**src/cpwm_regs.vh**
```
`ifndef CPWM_REGS_VH
`define CPWM_REGS_VH
// register offsets, byte addresses on an 8-bit data port
`define CPWM_OFS_CTRL      4'h0
`define CPWM_OFS_DUTY      4'h1
`define CPWM_OFS_SHADOW    4'h2
`define CPWM_OFS_PERIOD    4'h3
`define CPWM_OFS_TCTRL     4'h4
`define CPWM_OFS_TSEL      4'h5
`define CPWM_OFS_PIN       4'h6
`define CPWM_OFS_STATUS    4'h7
`define CPWM_OFS_MASK      4'h8
`define CPWM_OFS_COUNT     4'h9
// module control fields
`define CPWM_MODE_LSB      0
`define CPWM_MODE_MSB      3
`define CPWM_DLOW_LSB      4
`define CPWM_DLOW_MSB      5
`define CPWM_ECFG_LSB      6
`define CPWM_ECFG_MSB      7
`define CPWM_MODE_PWM      2'h3
// timer control fields
`define CPWM_TON_BIT       2
`define CPWM_PRE_LSB       0
`define CPWM_PRE_MSB       1
// last prescaler phase before a timer count: 1:4, 1:16, 1:64, 1:256
`define CPWM_PRE_LAST0     8'h03
`define CPWM_PRE_LAST1     8'h0F
`define CPWM_PRE_LAST2     8'h3F
`define CPWM_PRE_LAST3     8'hFF
// status bits
`define CPWM_ST_MATCH      0
`define CPWM_ST_PERIOD     1
// reset values and timer count
`define CPWM_RST_BYTE      8'h00
`define CPWM_RST_PIN_DIR   1'b1
`define CPWM_NUM_TIMERS    3
`endif

```
**src/cpwm_prescaler.v**
```verilog
`timescale 1ns/1ps
`include "cpwm_regs.vh"
module cpwm_prescaler (
   input  wire       clk,
   input  wire       rst,
   input  wire       run,
   input  wire [1:0] prescale,
   output reg  [1:0] fine,
   output wire       tick
);
   reg  [7:0] div;
   reg  [7:0] last;
   // one timer count spans 4, 16, 64 or 256 clocks; the top two phase bits extend the time base
   always @* begin
      case (prescale)
         2'h0: begin
            last = `CPWM_PRE_LAST0;
            fine = div[1:0];
         end
         2'h1: begin
            last = `CPWM_PRE_LAST1;
            fine = div[3:2];
         end
         2'h2: begin
            last = `CPWM_PRE_LAST2;
            fine = div[5:4];
         end
         default: begin
            last = `CPWM_PRE_LAST3;
            fine = div[7:6];
         end
      endcase
   end
   // a prescale change mid-count wraps at once instead of running on to 255
   assign tick = run && (div >= last);
   always @(posedge clk or posedge rst) begin
      if (rst) begin
         div <= 8'h00;
      end else if (run) begin
         if (div >= last)
            div <= 8'h00;
         else
            div <= div + 8'h01;
      end
   end
endmodule

```
**src/cpwm_timer.v**
```verilog
`timescale 1ns/1ps
`include "cpwm_regs.vh"
module cpwm_timer (
   input  wire       clk,
   input  wire       rst,
   input  wire       tick,
   input  wire [7:0] period_reg,
   output reg  [7:0] count,
   output wire       rollover
);
   // rollover is the increment that follows count == period
   assign rollover = tick && (count == period_reg);
   always @(posedge clk or posedge rst) begin
      if (rst)
         count <= 8'h00;
      else if (rollover)
         count <= 8'h00;
      else if (tick)
         count <= count + 8'h01;
   end
endmodule

```
**src/cpwm_unit.v**
```verilog
// The address-and-strobe port and the register addresses were decided locally.
`timescale 1ns/1ps
`include "cpwm_regs.vh"
// What this block does
// Compare timing rests on the system clock, so nothing advances while that clock is stopped.
// In PWM mode the block drives a pulse train on its output pin with up to ten bits resolution.
// The pin is driven only while software holds the pin direction bit cleared.
// An all-zero module control register releases the output pin.
// Period, duty and resolution come from period, timer control, duty and control registers.
// Software sets the pin input, loads period, selects PWM, then loads the duty value.
// Software then picks the timer, clears its flag, sets prescale and starts the timer.
// Software may wait for the timer flag before enabling the pin for a clean first pulse.
// A zero duty keeps the pin low and a duty beyond the period keeps it high.
// The enhanced output field is not implemented in this standard unit.
// Unimplemented bits always read as zero.
// On the increment after timer equals period the timer clears, pin sets unless duty is zero,
//       and the duty byte is copied into the shadow byte.
// The ten-bit duty is the duty byte on top with the two low duty bits below.
// The pin clears when the ten-bit time base equals the shadow byte with its two-bit latch.
module cpwm_unit (
   input  wire       clk,
   input  wire       rst,
   input  wire [3:0] addr,
   input  wire [7:0] wdata,
   input  wire       wr,
   input  wire       rd,
   output reg  [7:0] rdata,
   output wire       pin_out,
   output wire       pin_oe,
   output wire       irq
);
   reg  [5:0] module_control_reg;
   reg  [7:0] duty_byte_reg;
   reg  [7:0] duty_shadow_byte;
   reg  [1:0] shadow_low;
   reg  [7:0] period_reg;
   reg  [2:0] period_timer_control;
   reg  [1:0] timer_select_field;
   reg        pin_direction_bit;
   reg  [1:0] status;
   reg  [1:0] mask;
   reg        pwm_level;
   reg        period_start;
   reg  [7:0] next_rdata;
   wire [3:0] module_mode_field;
   wire [1:0] duty_low_bits;
   wire       pwm_mode;
   wire       module_off;
   wire       timer_on_bit;
   wire [1:0] timer_prescale_field;
   wire [1:0] fine;
   wire       tick;
   wire [7:0] period_timer_count;
   wire       rollover;
   wire [9:0] time_base;
   wire [9:0] next_duty;
   wire       duty_match;
   wire [1:0] events;

   assign module_mode_field    = module_control_reg[`CPWM_MODE_MSB:`CPWM_MODE_LSB];
   assign duty_low_bits        = module_control_reg[`CPWM_DLOW_MSB:`CPWM_DLOW_LSB];
   assign pwm_mode             = (module_mode_field[3:2] == `CPWM_MODE_PWM);
   assign module_off           = (module_control_reg == 6'h00);
   assign timer_on_bit         = period_timer_control[`CPWM_TON_BIT];
   assign timer_prescale_field = period_timer_control[`CPWM_PRE_MSB:`CPWM_PRE_LSB];
   // only one timer instance stands behind the select field; the other codes stop it
   wire timer_run = timer_on_bit && (timer_select_field == 2'h0);

   // counts advance only on clk, so a stopped clock freezes the waveform
   cpwm_prescaler u_pre (
      .clk      (clk),
      .rst      (rst),
      .run      (timer_run),
      .prescale (timer_prescale_field),
      .fine     (fine),
      .tick     (tick)
   );

   cpwm_timer u_tmr (
      .clk        (clk),
      .rst        (rst),
      .tick       (tick),
      .period_reg (period_reg),
      .count      (period_timer_count),
      .rollover   (rollover)
   );

   assign time_base  = {period_timer_count, fine};
   assign next_duty  = {duty_byte_reg, duty_low_bits};
   assign duty_match = timer_run && (time_base == {duty_shadow_byte, shadow_low});

   always @(posedge clk or posedge rst) begin
      if (rst) begin
         duty_shadow_byte <= `CPWM_RST_BYTE;
         shadow_low       <= 2'h0;
         period_start     <= 1'b0;
         pwm_level        <= 1'b0;
      end else begin
         period_start <= rollover;
         if (rollover && pwm_mode) begin
            {duty_shadow_byte, shadow_low} <= next_duty;
         end
         // set and clear both lag the time base by one clock, so the width stays exact
         if (!pwm_mode)
            pwm_level <= 1'b0;
         else if (duty_match)
            pwm_level <= 1'b0;
         else if (period_start)
            pwm_level <= ({duty_shadow_byte, shadow_low} != 10'h000);
      end
   end

   // duty beyond the period never matches, so the pin stays high
   assign pin_out = pwm_level;
   assign pin_oe  = pwm_mode && !module_off && !pin_direction_bit;

   assign events = {rollover, duty_match};

   always @(posedge clk or posedge rst) begin
      if (rst) begin
         module_control_reg   <= 6'h00;
         duty_byte_reg        <= `CPWM_RST_BYTE;
         period_reg           <= `CPWM_RST_BYTE;
         period_timer_control <= 3'h0;
         timer_select_field   <= 2'h0;
         pin_direction_bit    <= `CPWM_RST_PIN_DIR;
         mask                 <= 2'h0;
      end else if (wr) begin
         case (addr)
            `CPWM_OFS_CTRL:   module_control_reg   <= wdata[5:0];
            `CPWM_OFS_DUTY:   duty_byte_reg        <= wdata;
            `CPWM_OFS_PERIOD: period_reg           <= wdata;
            `CPWM_OFS_TCTRL:  period_timer_control <= wdata[2:0];
            `CPWM_OFS_TSEL:   timer_select_field   <= wdata[1:0];
            `CPWM_OFS_PIN:    pin_direction_bit    <= wdata[0];
            `CPWM_OFS_MASK:   mask                 <= wdata[1:0];
            default: ;
         endcase
      end
   end

   // sticky status, a new event wins over a write-one clear
   genvar i;
   generate
      for (i = 0; i < 2; i = i + 1) begin : g_st
         always @(posedge clk or posedge rst) begin
            if (rst)
               status[i] <= 1'b0;
            else if (events[i])
               status[i] <= 1'b1;
            else if (wr && addr == `CPWM_OFS_STATUS && wdata[i])
               status[i] <= 1'b0;
         end
      end
   endgenerate

   assign irq = |(status & mask);

   always @* begin
      next_rdata = 8'h00;
      case (addr)
         `CPWM_OFS_CTRL:   next_rdata = {2'h0, module_control_reg};
         `CPWM_OFS_DUTY:   next_rdata = duty_byte_reg;
         `CPWM_OFS_SHADOW: next_rdata = duty_shadow_byte;
         `CPWM_OFS_PERIOD: next_rdata = period_reg;
         `CPWM_OFS_TCTRL:  next_rdata = {5'h00, period_timer_control};
         `CPWM_OFS_TSEL:   next_rdata = {6'h00, timer_select_field};
         `CPWM_OFS_PIN:    next_rdata = {7'h00, pin_direction_bit};
         `CPWM_OFS_STATUS: next_rdata = {6'h00, status};
         `CPWM_OFS_MASK:   next_rdata = {6'h00, mask};
         `CPWM_OFS_COUNT:  next_rdata = period_timer_count;
         default:          next_rdata = 8'h00;
      endcase
   end

   always @(posedge clk or posedge rst) begin
      if (rst)
         rdata <= 8'h00;
      else if (rd)
         rdata <= next_rdata;
      else
         rdata <= 8'h00;
   end
endmodule

```
**config.mk**
```make
export PLATFORM = sky130hd
export DESIGN_NAME = cpwm_unit
export DESIGN_NICKNAME = d
export VERILOG_FILES = /design/src/cpwm_prescaler.v /design/src/cpwm_timer.v /design/src/cpwm_unit.v
export VERILOG_INCLUDE_DIRS = /design/src /design/src/src
export SDC_FILE = /design/constraint.sdc
export NUM_CORES = 1
export LEC_CHECK = 0
export BUFFER_PORTS_ARGS = -buffer_cell sky130_fd_sc_hd__buf_2
export CAP_MARGIN = 20
export CELL_PAD_IN_SITES_DETAIL_PLACEMENT = 0
export CELL_PAD_IN_SITES_GLOBAL_PLACEMENT = 1
export CORE_MARGIN = 2
export CORE_UTILIZATION = 45
export CTS_CLUSTER_SIZE = 40
export DETAILED_ROUTE_END_ITERATION = 10
export GPL_ROUTABILITY_DRIVEN = 0
export GPL_TIMING_DRIVEN = 0
export MAX_ROUTING_LAYER = met4
export PLACE_DENSITY = 0.82
export SYNTH_ARGS = -nofsm -noshare
export SYNTH_HDL_FRONTEND = slang
export SYNTH_SLANG_ARGS = --single-unit
export TNS_END_PERCENT = 20
```
**constraint.sdc**
```tcl
create_clock -name clk -period 2.8 [get_ports clk]
set_input_delay 0.42 -clock clk [delete_from_list [all_inputs] [get_ports clk]]
set_output_delay 0.42 -clock clk [all_outputs]
set_load 0.01 [all_outputs]
```
==> impl_metrics.env, run 1 <==
export IMPL_result_of_the_run="finished clean"
export IMPL_critical_path_arrival_ps=2780
export IMPL_avgSynthCellArea_um2=10.89
export IMPL_finalClockSkew_ps=11.10
export IMPL_via_per_inst=5.752
export IMPL_final_min_clock_period_ps=2544
export IMPL_post_dp_hpwl_mm=5.842
export IMPL_fin_total_pwr_mw=2.651
export IMPL_dr_first_iter_drc_count=227
export IMPL_synth_warnings=0
export IMPL_postRouteWirelength_mm=8.385
export IMPL_num_vias=2738
export IMPL_cts_root_to_sink_buffers=2
export IMPL_synth_commonest_cells="67 x sky130_fd_sc_hd__dfrtp_1, 41 x sky130_fd_sc_hd__mux2_2, 24 x sky130_fd_sc_hd__nand3_1"
export IMPL_layout_drive_gt1_share=0.2861
export IMPL_setup_tns_ps=0
export IMPL_routed_wire_length_per_instance_um=17.62
export IMPL_preCtsSetupSlack_ps=-162.4
export IMPL_design_die_area_um2=8795
export IMPL_count_of_state_elements_after_synthesis=68
export IMPL_report_final_hold_viol_count=0
export IMPL_grt_start_max_net_pins=69
export IMPL_nets=391
export IMPL_clock_tree_from_tritoncts="built"
export IMPL_netlist_top_cells_area="sky130_fd_sc_hd__dfrtp_1 46%, sky130_fd_sc_hd__mux2_2 13%, sky130_fd_sc_hd__nand3_1 3.3%, sky130_fd_sc_hd__xnor2_1 2.7%, sky130_fd_sc_hd__xor2_1 2.7%"
export IMPL_synth_most_common_cell="sky130_fd_sc_hd__dfrtp_1"
export IMPL_diodes=0
export IMPL_critPathLaunchType="register"
export IMPL_max_freq_mhz=393.0
export IMPL_design_portCount=27
export IMPL_p_per_area_nw_per_um2=648.8
export IMPL_die_x_um=93.78
export IMPL_clock_sink_count=68
export IMPL_finalSetupViolCount=0
export IMPL_synthDominantCellAreaShare=0.4622
export IMPL_chipHeight_um=93.78
export IMPL_cts_made_buffers=9
export IMPL_cp_required_ps=3030
export IMPL_grt_first_pass_wirelength_mm=13.70
export IMPL_final_setup_worst_slack_ps=255.8
export IMPL_start_util=0.4670
export IMPL_multi_input_comb_area_um2=1827
export IMPL_fillerInstances=705
export IMPL_seq_area_um2=1703
export IMPL_leakage_nw=1.829
export IMPL_numPortBuffers=24
export IMPL_synth_sequential_area_ratio=0.4695
export IMPL_worst_hold_slack_ps=222.9
export IMPL_tightestPinTransition_ps=872.3
export IMPL_worst_ir_drop_on_vdd_v=0.0002909
export IMPL_final_core_utilization=0.5261
export IMPL_netlist_top_cell_by_area="sky130_fd_sc_hd__dfrtp_1"
export IMPL_gr_usage_all_layers=0.2125
export IMPL_timing_worst_setup_path_type="reg2reg"
export IMPL_synthArstFlopShare=1.000
export IMPL_first_pass_iters=4
export IMPL_class_of_the_tightest_hold_or_removal_check="in2async"
export IMPL_rsz_0062_raised_after_global_routing="false"
export IMPL_path_max_fanout=8
export IMPL_grt_antenna_before_repair=0
export IMPL_crit_path_end_kind="register"
export IMPL_fin_crit_sh=0.9087
export IMPL_post_synth_num_cell_types=53
export IMPL_cts_max_level=3
export IMPL_globalRouteOverflowTotal=0
export IMPL_detail_route_drc_violations=0
export IMPL_clk_latency_ps=350
export IMPL_syn_instance_count=333
export IMPL_timing_slew_headroom=0.4163
export IMPL_synth_net_count=355
export IMPL_post_synth_instance_area_um2=3627
export IMPL_max_cap_violations=0
export IMPL_cts_hold_fix_buffers=0
export IMPL_final_slew_viol_count=0
export IMPL_core_region_area_um2=7767
export IMPL_cts_root_buf="sky130_fd_sc_hd__clkbuf_8"
export IMPL_synth_edf_count=0
export IMPL_postRouteAntennaNets=0
export IMPL_area_growth_synth_to_final_pct=12.66
export IMPL_clk_pin_slew_worst_paths_ps=80
export IMPL_first_global_vias=2679
export IMPL_dominantRegCellSynth="sky130_fd_sc_hd__dfrtp_1"
export IMPL_fp_row_count=32
-- layout make-up --
type	count	area share
clock buffer	9	0.03031
buffer	16	0.01898
timing repair buffer	26	0.03307
tap	102	0.03123
sequential	68	0.4167
clock inverter	7	0.01653
multi-input combinational	242	0.4470
inverter	6	0.006124
-- routing by layer --
layer  wire (µm)  track usage  vias to the layer above
met5           0            -                        -
met4         272       0.1244                        0
met3         407      0.03210                       25
met2        3688       0.2881                       82
met1        4017       0.3015                     1355
li1            -            -                     1276
-- worst paths after layout --
check	cells past startpoint	endpoint	slack, ps	from
worst max-delay path	8	duty_shadow_byte[0]	260	period_timer_control[1]
worst min-delay path	2	mask[0]	220	rst
worst max register to register	8	duty_shadow_byte[0]	260	period_timer_control[1]
worst min register to register	1	module_control_reg[0]	510	module_control_reg[0]
max in group asynchronous	2	u_tmr.count[6]	2000	rst
min in group clk	2	duty_byte_reg[6]	320	wdata[6]
-- per-stage QoR --
stage	cells	area (µm²)
5_1_grt	476	4086
4_1_cts	477	4085
3_3_place_gp	459	3875
3_5_place_dp	459	3877
6_report	476	4086
2_1_floorplan	333	3627
-- cell families (layout without fill, tap and decap cells) --
| logic type | after synthesis | after routing | synth area share |
|---|---|---|---|
| flip-flops | 68 | 68 | 0.4695 |
| adder cells (fa/ha/maj) | 6 | 6 | 0.02070 |
| AO/OA/AOI/OAI | 55 | 55 | 0.09797 |
| XOR/XNOR | 22 | 22 | 0.05312 |
| AND/OR/NAND/NOR | 109 | 109 | 0.1642 |
| buffers and inverters | 23 | 64 | 0.02828 |
| multiplexers | 50 | 50 | 0.1663 |
-- repair_timing --
action | in CTS | in global routing
pin swaps | 1 | 0
setup endpoints to repair | 11 | 17
setup buffers | 2 | 0
gates resized for setup | 1 | 1
-- cells in the final DEF (no fill, tap or decap), types with 4 or more instances in the layout --
master                     synthesis  routed
sky130_fd_sc_hd__dfrtp_1          67      67
sky130_fd_sc_hd__mux2_2           41      41
sky130_fd_sc_hd__buf_2             6      30
sky130_fd_sc_hd__nor2_1           23      23
sky130_fd_sc_hd__nand3_1          24      23
sky130_fd_sc_hd__nand2_1          22      22
sky130_fd_sc_hd__a21oi_1          15      15
sky130_fd_sc_hd__xnor2_1          11      11
sky130_fd_sc_hd__xor2_1           11      11
sky130_fd_sc_hd__o21ai_0          10      10
sky130_fd_sc_hd__nor2b_1          10      10
sky130_fd_sc_hd__clkbuf_8          0       9
sky130_fd_sc_hd__a22oi_1           7       7
sky130_fd_sc_hd__clkbuf_1          8       6
sky130_fd_sc_hd__nand2b_1          6       6
sky130_fd_sc_hd__ha_1              6       6
sky130_fd_sc_hd__inv_1             6       5
sky130_fd_sc_hd__o22ai_1           5       5
sky130_fd_sc_hd__mux4_2            4       4
sky130_fd_sc_hd__mux2i_1           4       4
-- where the power goes --
part | internal [mW] | leakage, nW | switching [mW]
registers | 1.13 | 0.887 | 0.153
logic | 0.279 | 0.851 | 0.297
clock network | 0.406 | 0.0910 | 0.389
-- critical path, cell delays in order (launching register included) --
cell,delay (ps)
sky130_fd_sc_hd__dfrtp_1,560
sky130_fd_sc_hd__nor2_1,110
sky130_fd_sc_hd__ha_1,290
sky130_fd_sc_hd__a21oi_1,60
sky130_fd_sc_hd__o221ai_1,380
sky130_fd_sc_hd__nand3_2,260
sky130_fd_sc_hd__nor3_4,210
sky130_fd_sc_hd__buf_4,210
sky130_fd_sc_hd__mux2_2,340
Note: power is estimated with default switching activity, not from simulation.
==> run 2, diff against run 1 <==
--- a/config.mk
+++ b/config.mk
@@ -18,6 +18,7 @@
 export GPL_TIMING_DRIVEN = 0
 export MAX_ROUTING_LAYER = met4
 export PLACE_DENSITY = 0.82
+export RECOVER_POWER = 50
 export SYNTH_ARGS = -nofsm -noshare
 export SYNTH_HDL_FRONTEND = slang
 export SYNTH_SLANG_ARGS = --single-unit
==> run 2 against run 1 <==
- worst hold slack improved by 93 ps
- count of clock-buffer cells in the layout is the same
- clock skew decreased by 1.4 ps
- worst setup slack worse by 2.2 ps
- final cell count is the same
- combinational power about the same
- core utilization is 0.11 points lower
- largest cell class unchanged
- largest power group unchanged
- highest routed layer unchanged
==> impl_metrics.env, run 2 (synthesis gave the netlist of run 1 again) <==
export IMPL_max_freq_mhz=392.7
export IMPL_timing_worst_setup_path_type="reg2reg"
export IMPL_routed_wire_length_per_instance_um=17.47
export IMPL_finalSetupViolCount=0
export IMPL_clock_sink_count=68
export IMPL_final_min_clock_period_ps=2546
export IMPL_r2r_slack_ps=250
export IMPL_cts_made_buffers=9
export IMPL_start_util=0.4670
export IMPL_postRouteAntennaNets=0
export IMPL_fp_row_count=32
export IMPL_grt_antenna_before_repair=0
export IMPL_die_x_um=93.78
export IMPL_num_vias=2714
export IMPL_layout_commonest_cell="sky130_fd_sc_hd__dfrtp_1"
export IMPL_tightestPinTransition_ps=1412
export IMPL_nets=391
export IMPL_finalClockSkew_ps=9.727
export IMPL_clk_pin_slew_worst_paths_ps=80
export IMPL_cp_endpoint="duty_shadow_byte[1]"
export IMPL_first_pass_iters=4
export IMPL_fin_crit_sh=0.9095
export IMPL_cp_required_ps=3040
export IMPL_design_portCount=27
export IMPL_report_final_hold_viol_count=0
export IMPL_design_die_area_um2=8795
export IMPL_p_per_area_nw_per_um2=649.3
export IMPL_worstReg2RegEnd="duty_shadow_byte[1]"
export IMPL_area_growth_synth_to_final_pct=12.42
export IMPL_numPortBuffers=24
export IMPL_leakage_nw=1.810
export IMPL_cts_max_level=3
export IMPL_fin_total_pwr_mw=2.648
export IMPL_chipHeight_um=93.78
export IMPL_critPathLaunchType="register"
export IMPL_postRouteWirelength_mm=8.315
export IMPL_post_dp_hpwl_mm=5.842
export IMPL_hold_path_startpoint="wdata[6]"
export IMPL_detail_route_drc_violations=0
export IMPL_final_slew_viol_count=0
export IMPL_post_route_cell_area_um2=4078
export IMPL_grt_first_pass_wirelength_mm=13.70
export IMPL_core_region_area_um2=7767
export IMPL_gr_usage_all_layers=0.2125
export IMPL_globalRouteOverflowTotal=0
export IMPL_setup_tns_ps=0
export IMPL_timing_slew_headroom=0.05855
export IMPL_clock_tree_from_tritoncts="built"
export IMPL_max_cap_violations=0
export IMPL_critical_path_arrival_ps=2790
export IMPL_place_detailed_instances=459
export IMPL_critical_path_startpoint="period_timer_control[1]"
export IMPL_layout_drive_gt1_share=0.2727
export IMPL_result_of_the_run="finished clean"
export IMPL_via_per_inst=5.702
export IMPL_cell_count_of_the_worst_reg_to_reg_path=8
export IMPL_post_dp_cell_area_um2=3877
export IMPL_diodes=0
export IMPL_cts_root_to_sink_buffers=2
export IMPL_crit_path_end_kind="register"
export IMPL_worst_ir_drop_on_vdd_v=0.0002914
export IMPL_clk_latency_ps=350
export IMPL_fillerInstances=702
export IMPL_cts_root_buf="sky130_fd_sc_hd__clkbuf_8"
export IMPL_path_max_fanout=8
export IMPL_final_core_utilization=0.5250
export IMPL_grt_start_max_net_pins=69
export IMPL_layout_common_cells="67 x sky130_fd_sc_hd__dfrtp_1, 41 x sky130_fd_sc_hd__mux2_2, 25 x sky130_fd_sc_hd__buf_2"
export IMPL_dr_first_iter_drc_count=234
export IMPL_r2r_start="period_timer_control[1]"
export IMPL_final_instance_count_excl_fillers=476
export IMPL_first_global_vias=2679
export IMPL_rsz_0062_raised_after_global_routing="false"
export IMPL_class_of_the_tightest_hold_or_removal_check="in2reg"
run 2: final cells by class:
class / instances / area (µm²) / share of cell area
timing repair buffer: 26 / 130.1 / 0.03191
buffer: 16 / 76.32 / 0.01872
inverter: 6 / 22.52 / 0.005523
tap: 102 / 127.6 / 0.03130
sequential: 68 / 1703 / 0.4176
clock buffer: 9 / 123.9 / 0.03038
clock inverter: 7 / 67.56 / 0.01657
multi-input combinational: 242 / 1827 / 0.4480
run 2: how the worst min path moves through the flow:
stage / to / slack, ps / depth (start not counted)
after floorplan: module_control_reg[0] / 470 / 1
after global placement: module_control_reg[0] / 490 / 1
after detailed placement: module_control_reg[0] / 500 / 1
after CTS: mask[1] / 260 / 2
after global routing: duty_byte_reg[6] / 320 / 2
final: duty_byte_reg[6] / 320 / 2
run 2: routing by layer:
layer,up-vias,global-route usage,wire length [µm]
li1,1277,-,-
met1,1326,0.3015,3911
met2,87,0.2881,3703
met3,24,0.03210,426
met4,0,0.1244,273
met5,-,-,0
run 2: power by group:
part	total, mW	internal [mW]	switching [mW]
Clock	0.793	0.406	0.387
Combinational	0.573	0.278	0.294
Sequential	1.28	1.13	0.154
Total	2.65	1.81	0.836
run 2: worst max-delay path, cell delays in order, from the launching register on:
cell and delay (ps):
sky130_fd_sc_hd__dfrtp_1 560, sky130_fd_sc_hd__nor2_1 110, sky130_fd_sc_hd__ha_1 290, sky130_fd_sc_hd__a21oi_1 60
sky130_fd_sc_hd__o221ai_1 380, sky130_fd_sc_hd__nand3_2 260, sky130_fd_sc_hd__nor3_4 210, sky130_fd_sc_hd__buf_4 210
sky130_fd_sc_hd__mux2_2 350
run 2: repair_timing:
item,4_1_cts,5_1_grt
setup endpoints to repair,11,17
resized for setup,1,1
hold buffers,0,0
buffers inserted,2,0
pin swaps,1,0
endpoints found under the hold margin,0,0
run 2: through the flow:
step / hold slack (ps) / setup slack (ps)
global placement: 488.4 / -127.2
global route: 316.2 / 91.19
detailed placement: 497.2 / -162.4
floorplan: 470.8 / 476.3
finish: 315.6 / 253.5
CTS: 261.3 / 33.28
